<file path="src/rtl/smr_pkg.sv">
// Package: register map, field layout and encodings of the mode register bank
package smr_pkg;
   // Register addresses on the mode register command
   localparam logic [7:0] SMR_ADDR_INFO = 8'h00; // device_info_status
   localparam logic [7:0] SMR_ADDR_FEAT = 8'h01; // burst_feature_config
   localparam logic [7:0] SMR_ADDR_CAL = 8'h0A; // calibration command

   // Field positions in device_info_status
   localparam int SMR_INFO_AUTO_INIT = 0; // auto_init_flag
   localparam int SMR_INFO_KIND = 1; // device_kind
   localparam int SMR_INFO_INVALID = 2; // invalid_data_info
   localparam int SMR_INFO_ST_LO = 3; // calib_resistor_selftest low bit

   // Self-test result codes
   localparam logic [1:0] SMR_ST_NONE = 2'h0; // Self-test not supported
   localparam logic [1:0] SMR_ST_CA_FLOAT = 2'h1; // Tied to ca_supply/floating
   localparam logic [1:0] SMR_ST_GND = 2'h2; // Shorted to ground
   localparam logic [1:0] SMR_ST_OK = 2'h3; // Resistor detected

   // Pin sense codes seen by the self-test comparator
   localparam logic [1:0] SMR_PIN_RES = 2'h0; // Resistor present
   localparam logic [1:0] SMR_PIN_CA = 2'h1; // Tied to ca_supply or floating
   localparam logic [1:0] SMR_PIN_GND = 2'h2; // Shorted to ground

   // Burst length codes
   localparam logic [2:0] SMR_BL4 = 3'h2;
   localparam logic [2:0] SMR_BL8 = 3'h3;
   localparam logic [2:0] SMR_BL16 = 3'h4;
   // Recovery count codes and their cycle base
   localparam logic [2:0] SMR_WR_MIN = 3'h1; // 3 cycles
   localparam logic [2:0] SMR_WR_MAX = 3'h6; // 8 cycles
   localparam logic [3:0] SMR_WR_BASE = 4'h2; // cycles = code + base
   localparam logic [3:0] SMR_WR_DEF = 4'h3; // Cycles for reserved codes

   // Beat counts
   localparam logic [4:0] SMR_BEATS4 = 5'h04;
   localparam logic [4:0] SMR_BEATS8 = 5'h08;
   localparam logic [4:0] SMR_BEATS16 = 5'h10;

   // Reset value of burst_feature_config: 4 beats, seq, wrap, 3 cycles
   localparam logic [7:0] SMR_FEAT_RESET = 8'h22;
   localparam logic [7:0] SMR_ZERO8 = 8'h00;

   // Fields of burst_feature_config, msb first
   typedef struct packed {
      logic [2:0] recovery_clock_count; // Bits 7:5
      logic wrap_control; // Bit 4, 1 = no wrap
      logic burst_type; // Bit 3, 1 = interleaved
      logic [2:0] burst_length; // Bits 2:0
   } smr_feat_t;

   // Mode register command from the controller
   typedef struct packed {
      logic mode_reg_write_cmd; // One-cycle write strobe
      logic mode_reg_read_cmd; // One-cycle read strobe
      logic [7:0] addr; // Register address
      logic [7:0] op; // Write data
   } smr_cmd_t;

   // Burst engine states
   typedef enum logic [1:0] {
      SMR_B_IDLE = 2'b01,
      SMR_B_RUN = 2'b10
   } smr_bstate_t;

   // Calibration states
   typedef enum logic [1:0] {
      SMR_C_IDLE = 2'b01,
      SMR_C_BUSY = 2'b10
   } smr_cstate_t;
endpackage

</file>
<file path="src/rtl/smr_mode_regs.sv">
// Mode register bank: device information, burst features, burst ordering
//
// Overview of operation
// - Bit 0 reports auto-initialisation in progress.
// - Bit 2 zero; bit 1 gives device kind.
// - Bits 4:3 hold calibration resistor self-test.
// - Self-test updates when write-started calibration completes.
// - Pin tied to CA supply reads 01.
// - Fault codes force factory trim, ignore calibration.
// - Code 11 means only resistor present.
// - Bits 2:0 select 4, 8, 16 beats.
// - Bit 3 burst type, bit 4 wrap.
// - Bits 7:5 give recovery cycles 3 to 8.
// - Wrap mode orders columns from start column.
// - No-wrap 4 beats counts up linearly.
// - Lowest column bit always treated as zero.
// - Read and write commands; reads answer data.
// - Reserved bits read back as zero.
// - Writes to read-only register change nothing.
`timescale 1ns/1ps
`default_nettype none
module smr_mode_regs
   import smr_pkg::*;
#(
   parameter int COL_W = 10, // Column address width
   parameter int AUTO_INIT_CYCLES = 200, // Self-initialisation length
   parameter int CALIB_CYCLES = 16, // Calibration length
   parameter bit SELFTEST_SUPPORTED = 1'b1, // Resistor self-test present
   parameter bit DEVICE_IS_NVM = 1'b0 // Device kind
) (
   input wire logic I_CLK,
   input wire logic I_SRST,
   input wire smr_cmd_t I_CMD,
   input wire logic [1:0] I_PIN_SENSE,
   input wire logic I_BURST_START,
   input wire logic [COL_W-1:0] I_BURST_COL,
   output logic O_RD_VALID,
   output logic [7:0] O_RD_DATA,
   output logic O_AUTO_INIT_BUSY,
   output logic O_USE_FACTORY_TRIM,
   output logic O_CALIB_BUSY,
   output logic [3:0] O_RECOVERY_CYCLES,
   output logic O_BURST_VALID,
   output logic [COL_W-1:0] O_BURST_COL,
   output logic O_BURST_LAST
);

   // Column of beat idx for a burst from start, by length mask and mode
   function automatic logic [COL_W-1:0] burst_col(
      input logic [COL_W-1:0] start, input logic [3:0] idx,
      input logic [3:0] mask, input logic intl, input logic nowrap);
      logic [COL_W-1:0] base;
      logic [3:0] low;
      base = {start[COL_W-1:1], 1'b0}; // Lowest bit implied zero
      low = intl ? (base[3:0] ^ idx) : (base[3:0] + idx);
      if (nowrap) begin
         burst_col = base + COL_W'(idx); // Linear, no wrap
      end else begin
         burst_col = {base[COL_W-1:4], (low & mask) | (base[3:0] & ~mask)};
      end
   endfunction

   // Beats for a length code; reserved codes act as 4 beats
   function automatic logic [4:0] beats_of(input logic [2:0] code);
      beats_of = (code == SMR_BL8) ? SMR_BEATS8 :
                 (code == SMR_BL16) ? SMR_BEATS16 : SMR_BEATS4;
   endfunction

   localparam int INIT_W = $clog2(AUTO_INIT_CYCLES + 1);
   localparam int CAL_W = $clog2(CALIB_CYCLES + 1);

   // Register state
   smr_feat_t feat; // burst_feature_config
   logic [1:0] selftest; // calib_resistor_selftest
   logic [INIT_W-1:0] init_cnt; // Cycles left of self-initialisation
   logic auto_init_flag; // 1 while self-initialisation runs
   smr_cstate_t cal_state; // Calibration sequencer
   logic [CAL_W-1:0] cal_cnt; // Cycles left of calibration

   // Burst engine state
   smr_bstate_t b_state;
   logic [4:0] beat; // Current beat index
   logic [4:0] beats; // Beats in this burst
   logic [COL_W-1:0] b_start; // Start column
   logic b_intl; // Interleaved order latched
   logic b_nowrap; // No-wrap latched
   logic [3:0] b_mask; // Low column bits that wrap

   // Command decode
   wire logic wr_feat; // Write to burst_feature_config
   wire logic wr_cal; // Accepted calibration command
   wire logic rd_info; // Read of device_info_status
   wire logic st_fault; // Self-test shows assembly fault
   wire logic cal_done; // Calibration finishes this cycle
   wire logic [1:0] st_result; // Self-test result from pin sense
   wire logic [7:0] info_word; // Assembled information register
   wire logic [7:0] rd_word; // Read data selection
   wire logic [4:0] next_beats; // Beats for a new burst
   wire logic [3:0] next_mask; // Wrap mask for a new burst
   wire logic burst_last; // Final beat of a running burst
   wire logic [3:0] wr_cycles; // Decoded recovery cycles

   // Feature and calibration registers are writable; info writes fall through
   assign wr_feat = I_CMD.mode_reg_write_cmd
                    && (I_CMD.addr == SMR_ADDR_FEAT);
   assign st_fault = (selftest == SMR_ST_CA_FLOAT)
                     || (selftest == SMR_ST_GND);
   assign wr_cal = I_CMD.mode_reg_write_cmd && (I_CMD.addr == SMR_ADDR_CAL)
                   && !st_fault && (cal_state == SMR_C_IDLE);
   assign rd_info = I_CMD.mode_reg_read_cmd
                    && (I_CMD.addr == SMR_ADDR_INFO);
   assign cal_done = (cal_state == SMR_C_BUSY) && (cal_cnt == '0);

   // Pin sense to result; 11 says only that a resistor is seen
   assign st_result = (I_PIN_SENSE == SMR_PIN_CA) ? SMR_ST_CA_FLOAT :
                      (I_PIN_SENSE == SMR_PIN_GND) ? SMR_ST_GND :
                      SMR_ST_OK;

   // Information word; reserved bits and invalid-data bit are zero
   assign info_word = {3'h0, selftest, 1'b0, DEVICE_IS_NVM,
                       auto_init_flag};
   // Write-only and unmapped registers read as zero
   assign rd_word = rd_info ? info_word : SMR_ZERO8;

   // Recovery cycles: codes 1..6 give 3..8, reserved give default
   assign wr_cycles = ((feat.recovery_clock_count >= SMR_WR_MIN)
                       && (feat.recovery_clock_count <= SMR_WR_MAX))
                      ? {1'b0, feat.recovery_clock_count} + SMR_WR_BASE
                      : SMR_WR_DEF;

   assign next_beats = beats_of(feat.burst_length);
   assign next_mask = 4'(next_beats - 5'h01);
   assign burst_last = (b_state == SMR_B_RUN) && (beat == beats - 5'h01);

   // Feature register; reserved codes are the controller's to avoid
   always_ff @(posedge I_CLK) begin
      if (I_SRST) begin
         feat <= smr_feat_t'(SMR_FEAT_RESET);
      end else if (wr_feat) begin
         feat <= smr_feat_t'(I_CMD.op);
      end
   end

   // Self-initialisation countdown after reset
   always_ff @(posedge I_CLK) begin
      if (I_SRST) begin
         init_cnt <= INIT_W'(AUTO_INIT_CYCLES);
         auto_init_flag <= 1'b1; // In progress
      end else if (init_cnt != '0) begin
         init_cnt <= init_cnt - INIT_W'(1);
      end else begin
         auto_init_flag <= 1'b0; // Complete
      end
   end

   // Calibration sequencer and self-test result capture
   always_ff @(posedge I_CLK) begin
      if (I_SRST) begin
         cal_state <= SMR_C_IDLE;
         cal_cnt <= '0;
         selftest <= SMR_ST_NONE;
      end else begin
         unique case (cal_state)
            // Wait for an accepted calibration command
            SMR_C_IDLE: begin
               if (wr_cal) begin
                  cal_state <= SMR_C_BUSY;
                  cal_cnt <= CAL_W'(CALIB_CYCLES - 1);
               end
            end
            // Count down, then record the result
            SMR_C_BUSY: begin
               if (cal_done) begin
                  cal_state <= SMR_C_IDLE;
                  if (SELFTEST_SUPPORTED) begin
                     selftest <= st_result;
                  end
               end else begin
                  cal_cnt <= cal_cnt - CAL_W'(1);
               end
            end
         endcase
      end
   end

   // Read answer, one cycle after the read command
   always_ff @(posedge I_CLK) begin
      if (I_SRST) begin
         O_RD_VALID <= 1'b0;
         O_RD_DATA <= SMR_ZERO8;
      end else begin
         O_RD_VALID <= I_CMD.mode_reg_read_cmd;
         O_RD_DATA <= I_CMD.mode_reg_read_cmd ? rd_word : SMR_ZERO8;
      end
   end

   // Burst engine; a new start restarts at once
   always_ff @(posedge I_CLK) begin
      if (I_SRST) begin
         b_state <= SMR_B_IDLE;
         beat <= '0;
         beats <= SMR_BEATS4;
         b_start <= '0;
         b_intl <= 1'b0;
         b_nowrap <= 1'b0;
         b_mask <= '0;
      end else if (I_BURST_START) begin
         b_state <= SMR_B_RUN;
         beat <= '0;
         beats <= next_beats;
         b_start <= I_BURST_COL;
         // Interleave only defined for 8 beats; 4 beats equal both ways
         b_intl <= feat.burst_type
                   && (feat.burst_length == SMR_BL8);
         // No wrap only honoured for 4 beats
         b_nowrap <= feat.wrap_control
                     && (next_beats == SMR_BEATS4);
         b_mask <= next_mask;
      end else begin
         unique case (b_state)
            SMR_B_IDLE: begin
               beat <= '0;
            end
            SMR_B_RUN: begin
               if (burst_last) begin
                  b_state <= SMR_B_IDLE;
               end
               beat <= burst_last ? 5'h00 : beat + 5'h01;
            end
         endcase
      end
   end

   // Burst column outputs registered one cycle behind the engine
   always_ff @(posedge I_CLK) begin
      if (I_SRST) begin
         O_BURST_VALID <= 1'b0;
         O_BURST_COL <= '0;
         O_BURST_LAST <= 1'b0;
      end else begin
         O_BURST_VALID <= (b_state == SMR_B_RUN) && !I_BURST_START;
         O_BURST_LAST <= burst_last && !I_BURST_START;
         O_BURST_COL <= burst_col(b_start, beat[3:0], b_mask, b_intl,
                                  b_nowrap);
      end
   end

   // Status outputs
   assign O_AUTO_INIT_BUSY = auto_init_flag;
   assign O_USE_FACTORY_TRIM = st_fault;
   assign O_CALIB_BUSY = (cal_state == SMR_C_BUSY);
   assign O_RECOVERY_CYCLES = wr_cycles;

endmodule // smr_mode_regs
`default_nettype wire

</file>
<file path="config.mk">
export PLATFORM = sky130hd
export DESIGN_NAME = smr_mode_regs
export DESIGN_NICKNAME = d
export VERILOG_FILES = /design/src/rtl/smr_pkg.sv /design/src/rtl/smr_mode_regs.sv
export SDC_FILE = /design/constraint.sdc
export NUM_CORES = 1
export LEC_CHECK = 0
export BUFFER_PORTS_ARGS = -buffer_cell sky130_fd_sc_hd__buf_2
export CAP_MARGIN = 5
export CORE_ASPECT_RATIO = 1.2
export CORE_MARGIN = 2
export CORE_UTILIZATION = 45
export DETAILED_ROUTE_END_ITERATION = 8
export GPL_TIMING_DRIVEN = 0
export PLACE_DENSITY = 0.68
export SYNTH_ARGS = -nofsm -noshare
export SYNTH_HDL_FRONTEND = slang
export SYNTH_SLANG_ARGS = --single-unit
</file>
<file path="constraint.sdc">
create_clock -name I_CLK -period 2.1 [get_ports I_CLK]
set_clock_uncertainty 0.15 [all_clocks]
set_input_delay 0.42 -clock I_CLK [delete_from_list [all_inputs] [get_ports I_CLK]]
set_output_delay 0.42 -clock I_CLK [all_outputs]
set_load 0.02 [all_outputs]
</file>
After elaboration in Yosys (flattened, before gate mapping). Cells that the tools add are included.

Output and inout port bits: 28. Bits in registers: 75. Word-level logic and storage cells: 101.

Bitwise gates (word level): 7. Order comparisons: 2. Add/sub/neg operators: 8. Equality and inequality tests: 17. Muxes and demuxes: 18. Reduce and logical (&&, ||, !) cells: 27.

Operator list (count): $mux 5 (5); $pmux 5 s2 (2); $logic_and 1x1->1 (12); $mux 2 (6); $add 10x4->10 (1); $mux 10 (1); $sub 5x1->5 const B (2); $and 4x4->4 (2); $eq 2x1->1 const B (4); $eq 2x2->1 const B (4); $eq 8x1->1 const B (1); $eq 8x4->1 const B (1); $logic_not 8->1 (1); $mux 4 (2); $reduce_and 2->1 (4); $reduce_bool 8->1 (1); $sub 8x1->8 const B (1); $add 5x1->5 const B (1); $eq 5x3->1 const B (1); $eq 5x5->1 (1); $logic_not 5->1 (1); $add 3x2->4 const B (1); $add 4x4->4 (1); $ne 2x2->1 const B (2); other kinds (17) (21).

Longest topological paths before layout.
Depth in word-level cells: 7. Gate-level depth with buffers: 7.

Worst setup path after synthesis. No wires, ideal clock.

Path kind: register to output. Start point: register feat[6] in the netlist's numbering. End point: output port O_RECOVERY_CYCLES[3]. Slack: 0.140 ns. Path buffers: 0. Stages on the path, launching flop included: 4. Arrival time: 1.390 ns. Cells stage by stage: dfxtp_1 -> inv_1 -> ha_1 -> nor4b_1.

Cells in the longest elaborated chain, start to end: 3. Elaborated cells between the ends (all ways): 5. Classes of those cells: add/sub (1); order compare (2); mux (1); reduce/logical (1).

Ends and longest elaborated chain: from (decl) (RTL line smr_mode_regs.sv:73) `smr_feat_t feat;`; from (signal assigned) (RTL line smr_mode_regs.sv:138) `feat <= smr_feat_t'(SMR_FEAT_RESET);`; from (signal assigned) (RTL line smr_mode_regs.sv:140) `feat <= smr_feat_t'(I_CMD.op);`; $ge 3x1->1 / $le 3x3->1 (equally long branches) (RTL line smr_mode_regs.sv:126, smr_mode_regs.sv:127); $logic_and 1x1->1 (RTL line smr_mode_regs.sv:127) `&& (feat.recovery_clock_count <= SMR_WR_MAX))`; $mux 4 (*) (RTL line smr_mode_regs.sv:128) `? {1'b0, feat.recovery_clock_count} + SMR_WR_BASE`; to (decl) (RTL line smr_mode_regs.sv:42) `output logic [3:0] O_RECOVERY_CYCLES,`.

Every way passes the cells marked *; elsewhere a longest branch is shown, timed or not.

Worst setup path after layout. Same ends and word-level chain as after synthesis.

==> flow_summary.ini <==
[synthesis]
synth_edf_count = 0
synth_ff_type = dfxtp_1
synth-simple-area-share = 0.201
synth-compound-area-share = 0.111
ys_ff_latch = 65
syn_avg_cell_area_sq_um = 9.25
synth_async_sr_flop_share = 0
ys_types = 53
synth_seq_area_share = 0.458
muxShareOfSynthArea = 0.0599
syn_inst = 307
yosys_warnings = 0
synthAdderAreaFrac = 0.0511
netlist_area_sq_mm = 0.00284
synth_top_family_by_area = simple AND/OR/NAND/NOR gates
synth-xor-area-share = 0.0604

[layout]
drive_above_1_share = 0.235
n_antenna_cell = 0
area_growth_pct = 22.3
final_cell_count_no_fill = 460
final_cell_mix = dfxtp_1, buf_2, nor2_1, inv_1, mux2i_1
postLayoutCoreUtil = 0.571
layout_commonest_cell = dfxtp_1
fin_area_sq_mm = 0.00347
num-nets-final = 417

[timing]
min_period_over_period = 0.947
whs_ns = 0.150
worst_slack_ns = 0.111
tightest_slew_ns = 0.824
tns_ns = 0
slew_violations = 0
hold_violations = 0
setup_viol = 0
fmax_mhz = 503
post-route-min-period_ns = 1.99
slew_headroom = 0.449

[clock_network]
h-tree-depth = 3
cts_hold_buf = 0
cts_sinks = 65
cts_buffer_depth = 2
clk-insertion-delay-late_ns = 0.34
clk_pin_slew_ns = 0.07
cts_root_buf = clkbuf_8
cts_tree = built
cts_buffers = 9

[drt]
vias_per_cell = 5.03
drt_iter0_drc = 92
drc = 0
wl_per_cell_um = 13.0
postRouteAntennaNets = 0
via_count = 2316
finalWirelength_um = 5970
dr.pass1.iters = 4

[global_route]
grt_max_degree = 12
grt_use_met1 = 0.210
busiest_layer = met2
grt_use_met3 = 0.0388
grt_pass1_wl_um = 10200
antenna_found_initial = 0
grt_pass1_vias = 2220
grt_util_all_layers = 0.185
gr-total-overflow = 0
use_met2 = 0.326

[critical_path]
r2r_start = beat[1]$_SDFF_PP0_
slowest_delay_ns = 0.37
cp.required_ns = 1.53
crit_chain = inv_1 > ha_1 > nor4b_2 > buf_4
r2r-end = O_BURST_COL[3]$_SDFF_PP0_
crit_type = flip-flop to output port
worstPathMaxFanout = 5
crit_slowest_cell = dfxtp_2
r2r_slack_ns = 0.13
reg2reg_depth = 6
endpoint_kind = output port
worstSetupStartpointType = flip-flop
crit_arrival_ns = 1.42

[hold_path]
hp-class = input pin to flip-flop
min_from = I_PIN_SENSE[1]
hold_depth = 2
whs_endpoint = selftest[0]$_SDFFE_PP0P_

[pwr]
switchingPower_uw = 709
power.density_mw_per_mm2 = 826
clockPowerShare = 0.422
power.share.combinational = 0.108
power.total_mw = 2.87
seqPwrFrac = 0.470
p_leak_nw = 1.48
vdd_ir_drop_max_uv = 472
swShare = 0.247
p_int_mw = 2.16

[die]
rows = 31
die_width_um = 76.5
io_pins = 61
start_util = 0.466
die_h_um = 91.0
dieArea_sq_mm = 0.00697
core_sq_mm = 0.00609

[place]
dp_cells = 445
placed_area_sq_mm = 0.00322
dp_slack_ns = -0.106
place_congestion = 0.768
dp_hpwl_um = 4330
io_buffers = 52

[flow_run]
drv_cap = 0

[status]
status = complete, no violations
==> flip-flops by register name (all words and copies together) (netlist names) <==
name,count
b_state,2
O_BURST_VALID,1
feat,8
O_RD_DATA,3
O_BURST_LAST,1
cal_state,2
selftest,2
O_RD_VALID,1
b_start,9
cal_cnt,5
b_intl,1
O_BURST_COL,10
init_cnt,8
beat,5
b_nowrap,1
beats,3
b_mask,2
O_AUTO_INIT_BUSY,1
==> cell usage after synthesis, types with 3 or more instances <==
library cell	n	area [sq um]
nor3b_1	6	45.0
nor2_1	38	143
and2_1	4	25.0
nand3_1	6	30.0
xnor2_1	6	52.6
o21ai_0	14	70.1
buf_4	5	37.5
or2_2	3	18.8
a21oi_1	14	70.1
nor2b_1	4	25.0
nand2_1	16	60.1
dfxtp_1	65	1300
mux2i_1	17	170
xor2_1	11	96.3
clkbuf_1	10	37.5
nor3_1	10	50.1
ha_1	10	125
inv_1	19	71.3
a211oi_1	3	22.5
==> power by group through the flow <==
| stage | registers, mW | clock network (mW) | logic, mW |
|---|---|---|---|
| final | 1.35 | 1.21 | 0.310 |
| after detailed placement | 1.38 | 0 | 0.301 |
| after global placement | 1.37 | 0 | 0.293 |
| after CTS | 1.35 | 1.23 | 0.304 |
| after global routing | 1.36 | 1.28 | 0.349 |
| after floorplan | 1.38 | 0 | 0.209 |
==> routing by layer <==
metal | vias up | routed length, um
li1 | 1186 | -
met1 | 1076 | 2520
met2 | 45 | 3140
met3 | 9 | 208
met4 | 0 | 106
met5 | - | 0
==> kinds of logic (layout without fill, tap and decap cells) <==
group | after synthesis | in the layout
buffers and inverters | 36 | 103
adders and majority gates | 11 | 11
xor gates and xnor gates | 18 | 18
DFF | 65 | 65
muxes | 17 | 17
and+or+nand+nor | 109 | 109
AOI/OAI and AO/OA | 50 | 50
other | 1 | 5
==> final cells by class <==
class	count	area, sq um
Timing Repair Buffer	52	263
Multi-Input combinational cell	210	1420
Buffer	16	87.6
Clock buffer	11	151
Inverter	19	71.3
Clock inverter	5	77.6
Sequential cell	65	1310
Tap cell	82	103
Fill cell	584	2620
==> what timing repair did <==
action / in CTS / in global routing
resized for setup: 1 / 9
endpoints found under the setup margin: 1 / 8
endpoints found under the hold margin: 0 / 0
setup buffers: 0 / 0
==> critical path: cells and delay by family (launching register included) <==
family | cells | cell delay [ns]
buffers and inverters | 2 | 0.23
flip-flops | 1 | 0.37
adder cells (fa/ha/maj) | 1 | 0.22
AND/OR/NAND/NOR | 1 | 0.25
==> worst max path at each step <==
stage / endpoint / slack (ns) / depth (start not counted) / start
final: O_RECOVERY_CYCLES[3] / 0.11 / 4 / feat[6]$_SDFFE_PP0P_
after global routing: O_CALIB_BUSY / -0.008 / 4 / cal_state[0]$_SDFFE_PP1P_
after CTS: selftest[0]$_SDFFE_PP0P_ / 0.02 / 7 / cal_cnt[1]$_SDFFE_PP0P_
after detailed placement: cal_state[0]$_SDFFE_PP1P_ / -0.11 / 5 / I_CMD[13]
after global placement: cal_state[0]$_SDFFE_PP1P_ / -0.09 / 5 / I_CMD[13]
after floorplan: O_RECOVERY_CYCLES[3] / 0.14 / 3 / feat[6]$_SDFFE_PP0P_
Power figures use the tool's default switching activity.
